===== src/hdl/remote_receiver_cfg.svh =====
// Offsets, field positions and limits of the pulse receiver
`ifndef REMOTE_RECEIVER_CFG_SVH
`define REMOTE_RECEIVER_CFG_SVH

// Register byte offsets
`define OFS_ENABLE 6'h00
`define OFS_LEADER 6'h04
`define OFS_RXCTRL 6'h08
`define OFS_THRESH 6'h0c
`define OFS_INPUT 6'h10
`define OFS_ENDBITS 6'h14
`define OFS_STATUS 6'h18
`define OFS_BUF_A 6'h1c
`define OFS_BUF_B 6'h20
`define OFS_BUF_C 6'h24

// Enable register fields
`define EN_RX_BIT 0
`define EN_CLKSEL_BIT 1

// Receive control register fields
`define RC_DMAX_LSB 0
`define RC_LL_LSB 8
`define RC_LIEN_BIT 16
`define RC_EDIEN_BIT 17
`define RC_LDOPT_BIT 18
`define RC_PHASE_BIT 19

// Input configuration fields
`define IN_INVERT_BIT 8

// Status register fields
`define ST_LDR_DET_BIT 8
`define ST_LDR_IRQ_BIT 9
`define ST_EDGE_IRQ_BIT 10
`define ST_MAX_BIT 11
`define ST_LOW_BIT 12
`define ST_DONE_BIT 13
`define ST_BUSY_BIT 14

// Frame limits
`define MAX_FRAME_BITS 7'h48
`define CNT_SAT 8'hff

`endif


===== src/hdl/remote_receiver_pkg.sv =====
// Types shared by the pulse receiver and its bench
package remote_receiver_pkg;

  // Avalon-MM request from the master
  typedef struct packed {
    logic read;
    logic write;
    logic [5:0] address;
    logic [31:0] writedata;
  } avalon_req_t;

  // Receiver sequencing states, one-hot
  typedef enum logic [4:0] {
    ST_IDLE = 5'b00001,
    ST_WAIT_LDR = 5'b00010,
    ST_LDR_LOW = 5'b00100,
    ST_LDR_HIGH = 5'b01000,
    ST_DATA = 5'b10000
  } rx_state_t;

  // Software configuration
  typedef struct packed {
    logic receive_enable_bit;
    logic sample_clock_select;
    logic [7:0] leader_cycle_max;
    logic [7:0] leader_cycle_min;
    logic [7:0] leader_low_max;
    logic [7:0] leader_low_min;
    logic [7:0] max_bit_cycle_limit;
    logic [7:0] excess_low_limit;
    logic leader_irq_enable;
    logic falling_edge_irq_enable;
    logic leader_optional;
    logic phase_method_enable;
    logic [6:0] thresh_high;
    logic [6:0] thresh_low;
    logic input_invert;
    logic [3:0] noise_filter_cycles;
    logic [6:0] expected_bits_a;
    logic [6:0] expected_bits_b;
    logic [6:0] expected_bits_c;
  } rx_cfg_t;

  // Sticky event flags
  typedef struct packed {
    logic leader_det;
    logic leader_irq;
    logic edge_irq;
    logic max_cycle_flag;
    logic excess_low_flag;
    logic done;
  } rx_flags_t;

  // Whole module state
  typedef struct packed {
    logic waitreq;
    logic [31:0] rdata;
    logic irq;
    rx_cfg_t cfg;
    rx_state_t st;
    logic raw;
    logic filt;
    logic [3:0] flt_cnt;
    logic [7:0] low_cnt;
    logic [7:0] cyc_cnt;
    logic prev_bit;
    logic [71:0] shreg;
    logic [6:0] bit_cnt;
    logic [6:0] last_cnt;
    logic [71:0] rx_buf;
    rx_flags_t flags;
  } rx_state_all_t;

endpackage : remote_receiver_pkg


===== src/hdl/remote_receiver.sv =====
// Remote control pulse receiver with Avalon-MM register slave
//
// How it works
// - Level change accepted after N equal filtered samples
// - Leader checked by low-width and cycle windows
// - Zero max low width: cycle window only
// - Zero max cycle: leaderless, no leader interrupt
// - Leader interrupt when its enable is set
// - Threshold mode: period at/above low threshold is one
// - Falling-edge interrupt per data-phase fall when enabled
// - Earliest enabled completion condition ends reception
// - Bit-cycle timeout ends frame, sets max flag
// - Nonzero expected counts must match at timeout
// - Excess low after falling edge ends frame
// - Enable then wait for leader before data
// - Clearing enable stops at once, drops data
// - Leader-optional: short low starts data directly
// - Same decode and completion with or without leader
// - Invert bit flips input polarity
// - Phase mode classes 1T, 1.5T, 2T by thresholds
// - Phase bits from pattern and previous bit
// - Decoded bits stored in three buffers
// - Completion interrupt, then wait for next leader
// - Expected counts 7 bits, all zero means none
// - Clock select: low-frequency tick or timer tick
// - New frame overwrites unread buffers
`timescale 1ns/1ps
`include "remote_receiver_cfg.svh"

module remote_receiver (
  // Clock and reset
  input wire logic clk_i,
  input wire logic arst_n_i,
  // Avalon-MM slave
  input wire remote_receiver_pkg::avalon_req_t avs_req_i,
  output logic [31:0] avs_readdata_o,
  output logic avs_waitrequest_o,
  // Sampling ticks and remote input
  input wire logic lf_tick_i,
  input wire logic timer_output_clock_i,
  input wire logic remote_rx_i,
  // Interrupt
  output logic irq_o
);
  import remote_receiver_pkg::*;

  rx_state_all_t s_q;
  rx_state_all_t s_d;

  // Next-state logic for bus, filter, framing and decode
  always_comb begin
    logic tick;
    logic new_filt;
    logic fall;
    logic [4:0] cnt_inc;
    logic [1:0] nbits;
    logic bit0;
    logic bit1;
    logic any_end;
    logic cnt_ok;
    logic finish;
    logic timeout;
    logic excess;
    logic bus_ack;
    rx_flags_t clr;
    rx_flags_t set;
    tick = 1'b0;
    new_filt = 1'b0;
    fall = 1'b0;
    cnt_inc = 5'h00;
    nbits = 2'h0;
    bit0 = 1'b0;
    bit1 = 1'b0;
    any_end = 1'b0;
    cnt_ok = 1'b0;
    finish = 1'b0;
    timeout = 1'b0;
    excess = 1'b0;
    bus_ack = 1'b0;
    clr = '0;
    set = '0;
    s_d = s_q;

    // Read data are latched one cycle ahead of the answer,
    // so the master must hold its request through it
    // Bus handshake: one wait cycle, then answer
    bus_ack = (avs_req_i.read | avs_req_i.write) & ~s_q.waitreq;
    if (bus_ack) begin
      s_d.waitreq = 1'b1;
    end else if (avs_req_i.read | avs_req_i.write) begin
      s_d.waitreq = 1'b0;
      s_d.rdata = 32'h0000_0000;
      if (avs_req_i.address == `OFS_ENABLE) begin
        s_d.rdata[`EN_RX_BIT] = s_q.cfg.receive_enable_bit;
        s_d.rdata[`EN_CLKSEL_BIT] = s_q.cfg.sample_clock_select;
      end else if (avs_req_i.address == `OFS_LEADER) begin
        s_d.rdata = {s_q.cfg.leader_cycle_max, s_q.cfg.leader_cycle_min,
                     s_q.cfg.leader_low_max, s_q.cfg.leader_low_min};
      end else if (avs_req_i.address == `OFS_RXCTRL) begin
        s_d.rdata[7:0] = s_q.cfg.max_bit_cycle_limit;
        s_d.rdata[15:8] = s_q.cfg.excess_low_limit;
        s_d.rdata[`RC_LIEN_BIT] = s_q.cfg.leader_irq_enable;
        s_d.rdata[`RC_EDIEN_BIT] = s_q.cfg.falling_edge_irq_enable;
        s_d.rdata[`RC_LDOPT_BIT] = s_q.cfg.leader_optional;
        s_d.rdata[`RC_PHASE_BIT] = s_q.cfg.phase_method_enable;
      end else if (avs_req_i.address == `OFS_THRESH) begin
        s_d.rdata[6:0] = s_q.cfg.thresh_low;
        s_d.rdata[14:8] = s_q.cfg.thresh_high;
      end else if (avs_req_i.address == `OFS_INPUT) begin
        s_d.rdata[3:0] = s_q.cfg.noise_filter_cycles;
        s_d.rdata[`IN_INVERT_BIT] = s_q.cfg.input_invert;
      end else if (avs_req_i.address == `OFS_ENDBITS) begin
        s_d.rdata[6:0] = s_q.cfg.expected_bits_a;
        s_d.rdata[14:8] = s_q.cfg.expected_bits_b;
        s_d.rdata[22:16] = s_q.cfg.expected_bits_c;
      end else if (avs_req_i.address == `OFS_STATUS) begin
        s_d.rdata[6:0] = s_q.last_cnt;
        s_d.rdata[`ST_LDR_DET_BIT] = s_q.flags.leader_det;
        s_d.rdata[`ST_LDR_IRQ_BIT] = s_q.flags.leader_irq;
        s_d.rdata[`ST_EDGE_IRQ_BIT] = s_q.flags.edge_irq;
        s_d.rdata[`ST_MAX_BIT] = s_q.flags.max_cycle_flag;
        s_d.rdata[`ST_LOW_BIT] = s_q.flags.excess_low_flag;
        s_d.rdata[`ST_DONE_BIT] = s_q.flags.done;
        s_d.rdata[`ST_BUSY_BIT] = s_q.st == ST_DATA;
      end else if (avs_req_i.address == `OFS_BUF_A) begin
        s_d.rdata = s_q.rx_buf[31:0];
      end else if (avs_req_i.address == `OFS_BUF_B) begin
        s_d.rdata = s_q.rx_buf[63:32];
      end else if (avs_req_i.address == `OFS_BUF_C) begin
        s_d.rdata[7:0] = s_q.rx_buf[71:64];
      end
    end

    // Writes leave the last read data standing
    if (!avs_req_i.read) begin
      s_d.rdata = s_q.rdata;
    end

    // Register writes take effect at the completing edge
    if (bus_ack && avs_req_i.write) begin
      if (avs_req_i.address == `OFS_ENABLE) begin
        s_d.cfg.receive_enable_bit = avs_req_i.writedata[`EN_RX_BIT];
        s_d.cfg.sample_clock_select = avs_req_i.writedata[`EN_CLKSEL_BIT];
      end else if (avs_req_i.address == `OFS_LEADER) begin
        s_d.cfg.leader_cycle_max = avs_req_i.writedata[31:24];
        s_d.cfg.leader_cycle_min = avs_req_i.writedata[23:16];
        s_d.cfg.leader_low_max = avs_req_i.writedata[15:8];
        s_d.cfg.leader_low_min = avs_req_i.writedata[7:0];
      end else if (avs_req_i.address == `OFS_RXCTRL) begin
        s_d.cfg.max_bit_cycle_limit = avs_req_i.writedata[7:0];
        s_d.cfg.excess_low_limit = avs_req_i.writedata[15:8];
        s_d.cfg.leader_irq_enable = avs_req_i.writedata[`RC_LIEN_BIT];
        s_d.cfg.falling_edge_irq_enable =
          avs_req_i.writedata[`RC_EDIEN_BIT];
        s_d.cfg.leader_optional = avs_req_i.writedata[`RC_LDOPT_BIT];
        s_d.cfg.phase_method_enable = avs_req_i.writedata[`RC_PHASE_BIT];
      end else if (avs_req_i.address == `OFS_THRESH) begin
        s_d.cfg.thresh_low = avs_req_i.writedata[6:0];
        s_d.cfg.thresh_high = avs_req_i.writedata[14:8];
      end else if (avs_req_i.address == `OFS_INPUT) begin
        s_d.cfg.noise_filter_cycles = avs_req_i.writedata[3:0];
        s_d.cfg.input_invert = avs_req_i.writedata[`IN_INVERT_BIT];
      end else if (avs_req_i.address == `OFS_ENDBITS) begin
        s_d.cfg.expected_bits_a = avs_req_i.writedata[6:0];
        s_d.cfg.expected_bits_b = avs_req_i.writedata[14:8];
        s_d.cfg.expected_bits_c = avs_req_i.writedata[22:16];
      end else if (avs_req_i.address == `OFS_STATUS) begin
        clr.leader_det = avs_req_i.writedata[`ST_LDR_DET_BIT];
        clr.leader_irq = avs_req_i.writedata[`ST_LDR_IRQ_BIT];
        clr.edge_irq = avs_req_i.writedata[`ST_EDGE_IRQ_BIT];
        clr.max_cycle_flag = avs_req_i.writedata[`ST_MAX_BIT];
        clr.excess_low_flag = avs_req_i.writedata[`ST_LOW_BIT];
        clr.done = avs_req_i.writedata[`ST_DONE_BIT];
      end
    end

    // Sample tick source and noise filter
    // Filter looks at the previous sample, so both edges are
    // delayed alike and widths are preserved
    tick = s_q.cfg.sample_clock_select ? timer_output_clock_i
                                       : lf_tick_i;
    new_filt = s_q.filt;
    if (tick) begin
      s_d.raw = remote_rx_i ^ s_q.cfg.input_invert;
      cnt_inc = {1'b0, s_q.flt_cnt} + 5'h01;
      if (s_q.raw == s_q.filt) begin
        s_d.flt_cnt = 4'h0;
      end else if (cnt_inc >= {1'b0, s_q.cfg.noise_filter_cycles}) begin
        new_filt = s_q.raw;
        s_d.flt_cnt = 4'h0;
      end else begin
        s_d.flt_cnt = cnt_inc[3:0];
      end
    end
    s_d.filt = new_filt;
    fall = tick & s_q.filt & ~new_filt;

    // Interval counters in sample periods, saturating
    // Counting from one on a fall lets the next fall see
    // the full period in ticks
    if (fall) begin
      s_d.cyc_cnt = 8'h01;
      s_d.low_cnt = 8'h01;
    end else if (tick) begin
      if (s_q.cyc_cnt != `CNT_SAT) begin
        s_d.cyc_cnt = s_q.cyc_cnt + 8'h01;
      end
      if (!new_filt && s_q.low_cnt != `CNT_SAT) begin
        s_d.low_cnt = s_q.low_cnt + 8'h01;
      end
    end

    // Frame sequencing
    // A bad leader raises no flag; it only restarts the
    // search for the next leader low
    case (s_q.st)
      ST_IDLE: begin
        if (s_q.cfg.receive_enable_bit) begin
          s_d.st = ST_WAIT_LDR;
        end
      end
      ST_WAIT_LDR: begin
        if (fall) begin
          s_d.shreg = '0;
          s_d.bit_cnt = 7'h00;
          s_d.prev_bit = 1'b1;
          if (s_q.cfg.leader_cycle_max == 8'h00) begin
            s_d.st = ST_DATA;
          end else begin
            s_d.st = ST_LDR_LOW;
          end
        end
      end
      ST_LDR_LOW: begin
        if (tick && new_filt) begin
          // A zero low maximum skips the low window check
          if (s_q.cfg.leader_low_max == 8'h00) begin
            s_d.st = ST_LDR_HIGH;
          end else if (s_q.low_cnt >= s_q.cfg.leader_low_min &&
                       s_q.low_cnt <= s_q.cfg.leader_low_max) begin
            s_d.st = ST_LDR_HIGH;
          end else if (s_q.cfg.leader_optional &&
                       s_q.low_cnt < s_q.cfg.leader_low_max) begin
            s_d.st = ST_DATA;
          end else begin
            s_d.st = ST_WAIT_LDR;
          end
        end
      end
      ST_LDR_HIGH: begin
        if (fall) begin
          if (s_q.cyc_cnt >= s_q.cfg.leader_cycle_min &&
              s_q.cyc_cnt <= s_q.cfg.leader_cycle_max) begin
            s_d.st = ST_DATA;
            set.leader_det = 1'b1;
            set.leader_irq = s_q.cfg.leader_irq_enable;
          end else begin
            s_d.st = ST_LDR_LOW;
          end
        end else if (tick && s_q.cyc_cnt == `CNT_SAT) begin
          s_d.st = ST_WAIT_LDR;
        end
      end
      ST_DATA: begin
        if (fall) begin
          set.edge_irq = s_q.cfg.falling_edge_irq_enable;
          // Each fall closes one interval; phase mode assumes
          // the frame opens with a one pair
          if (!s_q.cfg.phase_method_enable) begin
            nbits = 2'h1;
            bit0 = s_q.cyc_cnt >= {1'b0, s_q.cfg.thresh_low};
          end else if (s_q.cyc_cnt < {1'b0, s_q.cfg.thresh_low}) begin
            nbits = 2'h1; // 1T keeps the previous value
            bit0 = s_q.prev_bit;
          end else if (s_q.cyc_cnt < {1'b0, s_q.cfg.thresh_high}) begin
            nbits = s_q.prev_bit ? 2'h1 : 2'h2; // 1.5T
            bit0 = ~s_q.prev_bit;
            bit1 = 1'b1;
          end else begin
            nbits = 2'h2; // 2T gives zero then one
            bit0 = 1'b0;
            bit1 = 1'b1;
          end
          // Bits past the buffer width are dropped, not wrapped
          if (nbits != 2'h0 && s_q.bit_cnt < `MAX_FRAME_BITS) begin
            s_d.shreg[s_q.bit_cnt] = bit0;
            s_d.bit_cnt = s_q.bit_cnt + 7'h01;
          end
          if (nbits == 2'h2 && s_d.bit_cnt < `MAX_FRAME_BITS) begin
            s_d.shreg[s_d.bit_cnt] = bit1;
            s_d.bit_cnt = s_d.bit_cnt + 7'h01;
          end
          if (nbits != 2'h0) begin
            s_d.prev_bit = (nbits == 2'h2) ? bit1 : bit0;
          end
        end else if (tick) begin
          // Earliest condition wins; timeout first on a tie
          // Counts are ticks since the last fall, before this one
          timeout = s_q.cfg.max_bit_cycle_limit != 8'h00 &&
                    s_q.cyc_cnt >= s_q.cfg.max_bit_cycle_limit;
          excess = s_q.cfg.excess_low_limit != 8'h00 && !new_filt &&
                   s_q.low_cnt > s_q.cfg.excess_low_limit;
          any_end = s_q.cfg.expected_bits_a != 7'h00 ||
                    s_q.cfg.expected_bits_b != 7'h00 ||
                    s_q.cfg.expected_bits_c != 7'h00;
          cnt_ok = s_q.bit_cnt == s_q.cfg.expected_bits_a ||
                   s_q.bit_cnt == s_q.cfg.expected_bits_b ||
                   s_q.bit_cnt == s_q.cfg.expected_bits_c;
          if (timeout) begin
            if (!any_end || cnt_ok) begin
              finish = 1'b1;
              set.max_cycle_flag = 1'b1;
            end else begin
              s_d.st = ST_WAIT_LDR;
            end
          end else if (excess) begin
            finish = 1'b1;
            set.excess_low_flag = 1'b1;
          end
        end
        if (finish) begin
          // Buffers load whole, so a partial frame never shows
          s_d.rx_buf = s_q.shreg;
          s_d.last_cnt = s_q.bit_cnt;
          set.done = 1'b1;
          s_d.st = ST_WAIT_LDR;
        end
      end
      default: begin
        s_d.st = ST_IDLE;
      end
    endcase

    // Disabling aborts and drops the partial frame
    if (!s_q.cfg.receive_enable_bit) begin
      s_d.st = ST_IDLE;
      s_d.shreg = '0;
      s_d.bit_cnt = 7'h00;
      // Events of the disabling cycle belong to the lost frame
      set = '0;
    end

    // Hardware set wins over software clear
    s_d.flags = (s_q.flags & ~clr) | set;
    s_d.irq = s_d.flags.leader_irq | s_d.flags.edge_irq |
              s_d.flags.max_cycle_flag | s_d.flags.excess_low_flag |
              s_d.flags.done;
  end

  // State register; idle line assumed high after reset
  // A raw sample reset low would fake a fall at the first tick
  always_ff @(posedge clk_i or negedge arst_n_i) begin
    if (!arst_n_i) begin
      s_q <= '0;
      s_q.waitreq <= 1'b1;
      s_q.st <= ST_IDLE;
      s_q.raw <= 1'b1;
      s_q.filt <= 1'b1;
      s_q.prev_bit <= 1'b1;
    end else begin
      s_q <= s_d;
    end
  end

  // Outputs straight from the state flops
  assign avs_readdata_o = s_q.rdata;
  assign avs_waitrequest_o = s_q.waitreq;
  assign irq_o = s_q.irq;

endmodule : remote_receiver


===== config.mk =====
export PLATFORM = sky130hd
export DESIGN_NAME = remote_receiver
export DESIGN_NICKNAME = d
export VERILOG_FILES = /design/src/hdl/remote_receiver_pkg.sv /design/src/hdl/remote_receiver.sv
export VERILOG_INCLUDE_DIRS = /design/src /design/src/hdl
export SDC_FILE = /design/constraint.sdc
export NUM_CORES = 1
export LEC_CHECK = 0
export BUFFER_PORTS_ARGS = -buffer_cell sky130_fd_sc_hd__buf_2
export CAP_MARGIN = 20
export CORE_MARGIN = 3
export CORE_UTILIZATION = 30
export CTS_CLUSTER_DIAMETER = 100
export CTS_CLUSTER_SIZE = 20
export DETAILED_ROUTE_END_ITERATION = 7
export SLEW_MARGIN = 40
export SYNTH_ARGS = -nofsm -noshare
export SYNTH_HDL_FRONTEND = slang
export SYNTH_SLANG_ARGS = --single-unit

===== constraint.sdc =====
create_clock -name clk_i -period 3.63 [get_ports clk_i]
set_input_delay 0.363 -clock clk_i [delete_from_list [all_inputs] [get_ports clk_i]]
set_output_delay 0.363 -clock clk_i [all_outputs]
set_load 0.02 [all_outputs]

After elaboration in Yosys (flattened, before gate mapping)
Cells that the tools add are included.

cells by class
  eq/ne operators = 34
  mux-type cells = 124
  $lt $le $gt $ge = 17
  reduce and logical (&&, ||, !) cells = 48
  add/subtract/negate cells = 5
  bitwise gates (word level) = 21

operator list
  kind                number
  $mux 79             5
  $mux 32             11
  $mux 80             2
  $pmux 80 s2         1
  $bwmux 72           2
  $mux 5              15
  $mux 23             3
  $mux 7              9
  $mux 6              9
  $mux 17             2
  $mux 1              33
  $mux 33             1
  $mux 16             2
  $mux 8              4
  $mux 30             1
  $pmux 5 s5          1
  $eq 6x5->1 const B  4
  $ge 8x8->1          3
  $mux 2              12
  $mux 24             1
  $eq 7x7->1          3
  $reduce_bool 7->1   3
  $mux 20             1
  $mux 4              5
  other kinds (54)    116

word-level totals
  register bits = 320
  input bits = 45
  output and inout port bits = 34

Logic depth before layout (Yosys ltp)
  depth in word-level cells = 24
  mapped depth = 13

Worst setup path after synthesis
Ideal clock, no wire load.

  path kind = reg-to-reg
  start point = reg s_q[181] in the netlist's numbering
  end point = reg s_q[73] in the netlist's numbering
  data arrival time = 2.876 ns
  setup time = 0.125 ns
  path slack = 0.629 ns
  period minus slack after synthesis = 3.001 ns
  stages on the path, launching flop included = 13
  required time = 3.505 ns
  cell sequence = dfrtp_1 ha_1 xor2_1 ha_1 nand2_1 o21ai_1 o211a_1 nand4_1 mux2i_1 nand4_2 buf_6 buf_6 mux2_4

on the way
  cells in the longest elaborated chain, start to end = 14
  elaborated cells between the ends (all ways) = 16
  those cells by class = add/sub: 1; order compare: 1; mux: 8; bitwise: 2; reduce/logical: 4

RTL lines
  element                              RTL line                RTL
  from (decl)                          remote_receiver.sv:47   rx_state_all_t s_q;
  $add 4x1->5 *                        remote_receiver.sv:185  cnt_inc = {1'b0, s_q.flt_cnt} + 5'h01;
  $ge 5x4->1 *                         remote_receiver.sv:188  end else if (cnt_inc >= {1'b0, s_q.cfg.noise_filter_cycles}) begin
  $mux 1 *                             remote_receiver.sv:188
  $mux 1 *                             remote_receiver.sv:186  if (s_q.raw == s_q.filt) begin
  $mux 1 *                             remote_receiver.sv:183  if (tick) begin
  $logic_not 1->1                      remote_receiver.sv:301  excess = s_q.cfg.excess_low_limit != 8'h00 && !new_filt &&
  $logic_and 1x1->1 (2 in a row)       remote_receiver.sv:301
  $mux 1                               remote_receiver.sv:316  end else if (excess) begin
  $mux 1                               remote_receiver.sv:309  if (timeout) begin
  $mux 1                               remote_receiver.sv:296  end else if (tick) begin
  $mux 1 *                             remote_receiver.sv:265  if (fall) begin
  $mux 1 *                             remote_receiver.sv:216  case (s_q.st)
  $reduce_and 2->1 (no source line) *  -

Every way passes the cells marked *; elsewhere a longest branch is shown, timed or not. The select of a mux whose other input is x is not followed.
A chain may end at the register's enable or synchronous reset.

==> qor.txt <==
=====================================================================================================
Run status                                                                                  completed
Count of mapped cells out of synthesis                                                           1785
Kind of end point of the critical path                                                       register
Startpoint Class                                                                             register
Data required time of the worst path                                                          4020 ps
Number of rows created at floorplan                                                                87
Cell-by-cell listing of the critical path                                                ha_1, xor2_1, ha_1, a21oi_1, o21ai_1, buf_4, a21oi_4, nor2_1, and2_1, a32o_1, or4b_1
DRC violation total after the first TritonRoute iteration                                        1438
Count of H-tree levels built during CTS                                                             1
Congestion Overflow GR                                                                              0
Compound-Gate Fraction of Synth Area                                                            19.5%
Drt pass-1 iters                                                                                    6
Detailed-route vias per instance                                                                 5.65
Antenna violations before repair                                                                    0
# placed instances                                                                               2546
Sink count of the clock tree                                                                      320
Crit path to                                                                             irq_o$_DFF_PN0_
Area occupied by multi-input gates                                                         8540 sq um
Fill cells                                                                                       5732
Most repeated library cell on the critical path                                          sky130_fd_sc_hd__ha_1
Terminus of the critical flop-to-flop path                                               irq_o$_DFF_PN0_
Final Total Pwr                                                                               9480 uW
Clock Tree Buf Depth                                                                                3
Parity-gate share of the synthesized area counting xor and xnor cells                           2.32%
Worst slew margin relative to its limit                                                         41.6%
Insertion delay of the later-clocked pin in the worst-skew pair                                560 ps
Die X                                                                                          247 um
Number of maximum-capacitance violations                                                            0
Net count of the mapped netlist                                                                  1899
Share of synthesized cell area in and, or, nand and nor gates                                   13.5%
Quantity of I/O buffers inserted on ports                                                          78
Measured slew at the worst slew-check pin                                                      869 ps
Worst-case reg-to-reg path depth                                                                   11
Final Setup Violations                                                                              0
TritonCTS clock tree                                                                            built
Remaining antenna violation count after routing                                                     0
# diodes                                                                                            0
Class of the worst hold path                                                                in -> reg
Slowest-stage cell, CP                                                                   sky130_fd_sc_hd__or4b_1
Post-synthesis share of cell area spent on full adders, half adders and majority gates          4.96%
Tcrit/Tclk final                                                                                92.5%
Largest cells by area after synthesis                                                    sky130_fd_sc_hd__dfrtp_1 45%, sky130_fd_sc_hd__mux2_2 7.1%, sky130_fd_sc_hd__o21ai_0 6.5%, sky130_fd_sc_hd__ha_1 5.0%, sky130_fd_sc_hd__nand2_1 3.7%
Layout cells sized above 1                                                                      17.1%
Worst clock skew                                                                              29.7 ps
Global-route wire length before repair                                                       88600 um
Leakage power                                                                              0.00881 uW
Inserted Clock Buffers                                                                             20
Areal power density over the cells                                                        491 nW/um^2
Final Slew Violations                                                                               0
Final Wtd Congestion                                                                            0.942
Largest family of logic cells by synthesized area                                        compound AO/OA/AOI/OAI gates
Post-DP HPWL                                                                                 43700 um
Synthesized area per cell                                                                  9.75 sq um
Final hold violation count                                                                          0
Maximum number of pins on one net before global-route repair                                       77
Unrepaired setup endpoints after global routing                                                 false
Biggest area consumer among synthesized cells                                            sky130_fd_sc_hd__dfrtp_1
Total wire length after detailed routing                                                     58500 um
All-Layer GR Usage                                                                              18.8%
Area growth syn-to-layout                                                                       10.9%
Flip-flop and latch count after synthesis                                                         320
Placeable core area                                                                       56900 sq um
Average wire length per cell after detail routing                                             22.7 um
Final cell count without fillers                                                                 2580
Total of warnings raised by yosys                                                                   0
Clock-pin slew on the worst setup and hold paths                                                90 ps
Async set-reset flop share out of synthesis                                                      100%
Final-stage net count                                                                            1927
Sequential element share of the synthesized area                                                46.1%
Data arrival time at the worst-slack endpoint                                                 3750 ps
Most used flip-flop cell after synthesis                                                 sky130_fd_sc_hd__dfrtp_1
Root buf cell                                                                            sky130_fd_sc_hd__clkbuf_16
EDFF count, synth                                                                                   0
Peak VDD IR                                                                                  0.351 mV
Combined area of all synthesized cells                                                    17400 sq um
Final setup TNS                                                                                  0 ps
Critical path origin                                                                     s_q[181]$_DFFE_PN0P_
Most frequent cells in the layout                                                        315 x sky130_fd_sc_hd__dfrtp_1, 226 x sky130_fd_sc_hd__o21ai_0, 169 x sky130_fd_sc_hd__nand2_1, 122 x sky130_fd_sc_hd__nor2_1, 110 x sky130_fd_sc_hd__mux2_2
Vias in the first global route                                                                  14000
Post-CTS sizing                                                                                     0
Peak per-stage delay on the critical path                                                      620 ps
Overall die area                                                                          60900 sq um
Die height                                                                                     247 um
Register-to-register setup slack                                                               270 ps
Most common library cell in the layout ignoring fill and taps                            sky130_fd_sc_hd__dfrtp_1
Highest achievable clock rate                                                               0.298 GHz
# IOs                                                                                              79
Remaining DRCs                                                                                      0
CP Class                                                                                   reg -> reg
Footprint of the flip-flops and latches                                                    8010 sq um
Share of the synthesized area in the top cell type                                              45.3%
Final min period                                                                              3360 ps
Crit path max fanout                                                                                9
Initial core utilization                                                                        30.6%
Via count of the routed design                                                                  14600
Count of distinct cell types in the synthesized netlist                                            75
Mux contribution to synthesized area                                                            8.41%
Reg2Reg Launch Point                                                                     s_q[181]$_DFFE_PN0P_
=====================================================================================================
## routing by layer
metal / part of all wire, % / global-route usage (%)
met1: 42 / 24.3
met2: 49 / 32.9
met3: 5.8 / 1.93
met4: 3.3 / 6.15
met5: 0 / 0
## stage by stage
step           setup slack, ps  hold WS (ps)  utilization [%]  area (sq um)
3_3_place_gp               352           463             32.7         18600
2_1_floorplan              629          67.4                -         17400
5_1_grt                   63.2          19.9             33.9         19300
3_5_place_dp               326           343             32.8         18700
4_1_cts                    291          14.7             33.9         19300
6_report                   273          23.1             33.9         19300
## where the power goes
group | total, uW | internal [uW] | switching [uW] | leakage (uW)
clock network | 2510 | 1220 | 1290 | 0.000304
logic | 2430 | 888 | 1540 | 0.00434
registers | 4540 | 4000 | 538 | 0.00416
## synthesized netlist by cell type (all sizes together), types with 32 or more instances
| library cell | count |
|---|---|
| a21oi | 78 |
| a22oi | 47 |
| buf | 59 |
| clkbuf | 73 |
| dfrtp | 315 |
| ha | 69 |
| inv | 65 |
| mux2 | 121 |
| nand2 | 171 |
| nand3 | 32 |
| nor2 | 124 |
| o21ai | 228 |
| o221ai | 39 |
## flip-flops by register name (all words and copies together) (netlist names)
register / cells
avs_waitrequest_o: 1
avs_readdata_o: 32
s_q: 286
irq_o: 1
## worst min-delay path by stage
stage,start,end,cells after the start
finish,avs_req_i[23],s_q[275]$_DFFE_PN0P_,3
global placement,avs_readdata_o[14]$_DFFE_PN0P_,avs_readdata_o[14]$_DFFE_PN0P_,2
CTS,avs_req_i[23],s_q[275]$_DFFE_PN0P_,3
global route,avs_req_i[23],s_q[275]$_DFFE_PN0P_,3
detailed placement,arst_n_i,irq_o$_DFF_PN0_,1
floorplan,arst_n_i,avs_readdata_o[0]$_DFFE_PN0P_,0
## cells by family (layout without fill, tap and decap cells)
| family | count (synthesis) | after routing |
|---|---|---|
| AO/OA/AOI/OAI | 529 | 529 |
| flip-flops | 320 | 320 |
| buffers and inverters | 197 | 236 |
| AND/OR/NAND/NOR | 497 | 497 |
| multiplexers | 127 | 127 |
| XOR/XNOR | 46 | 46 |
| adder cells (fa/ha/maj) | 69 | 69 |
## what timing repair did
action,CTS,global route
hold buffers,1,0
endpoints found under the hold margin,48,0
setup buffers,0,0
## worst max-delay path, delay by kind of cell, from the launching register on
| kind | cells | cell delay, ps |
|---|---|---|
| and+or+nand+nor | 3 | 960 |
| adders and majority gates | 2 | 540 |
| DFF | 1 | 430 |
| buffers and inverters | 1 | 180 |
| AOI/OAI and AO/OA | 4 | 890 |
| xor gates and xnor gates | 1 | 210 |
## cell type report
cell class / count / share of cell area, %
multi-input cells: 1268 / 44.3
clock buffers: 30 / 2.90
repair buffers: 138 / 4.77
flip-flops and latches: 320 / 41.5
clock inverters: 3 / 0.370
well taps: 756 / 4.90
inverters: 65 / 1.26
No activity file was read; power rests on OpenSTA's default activity.
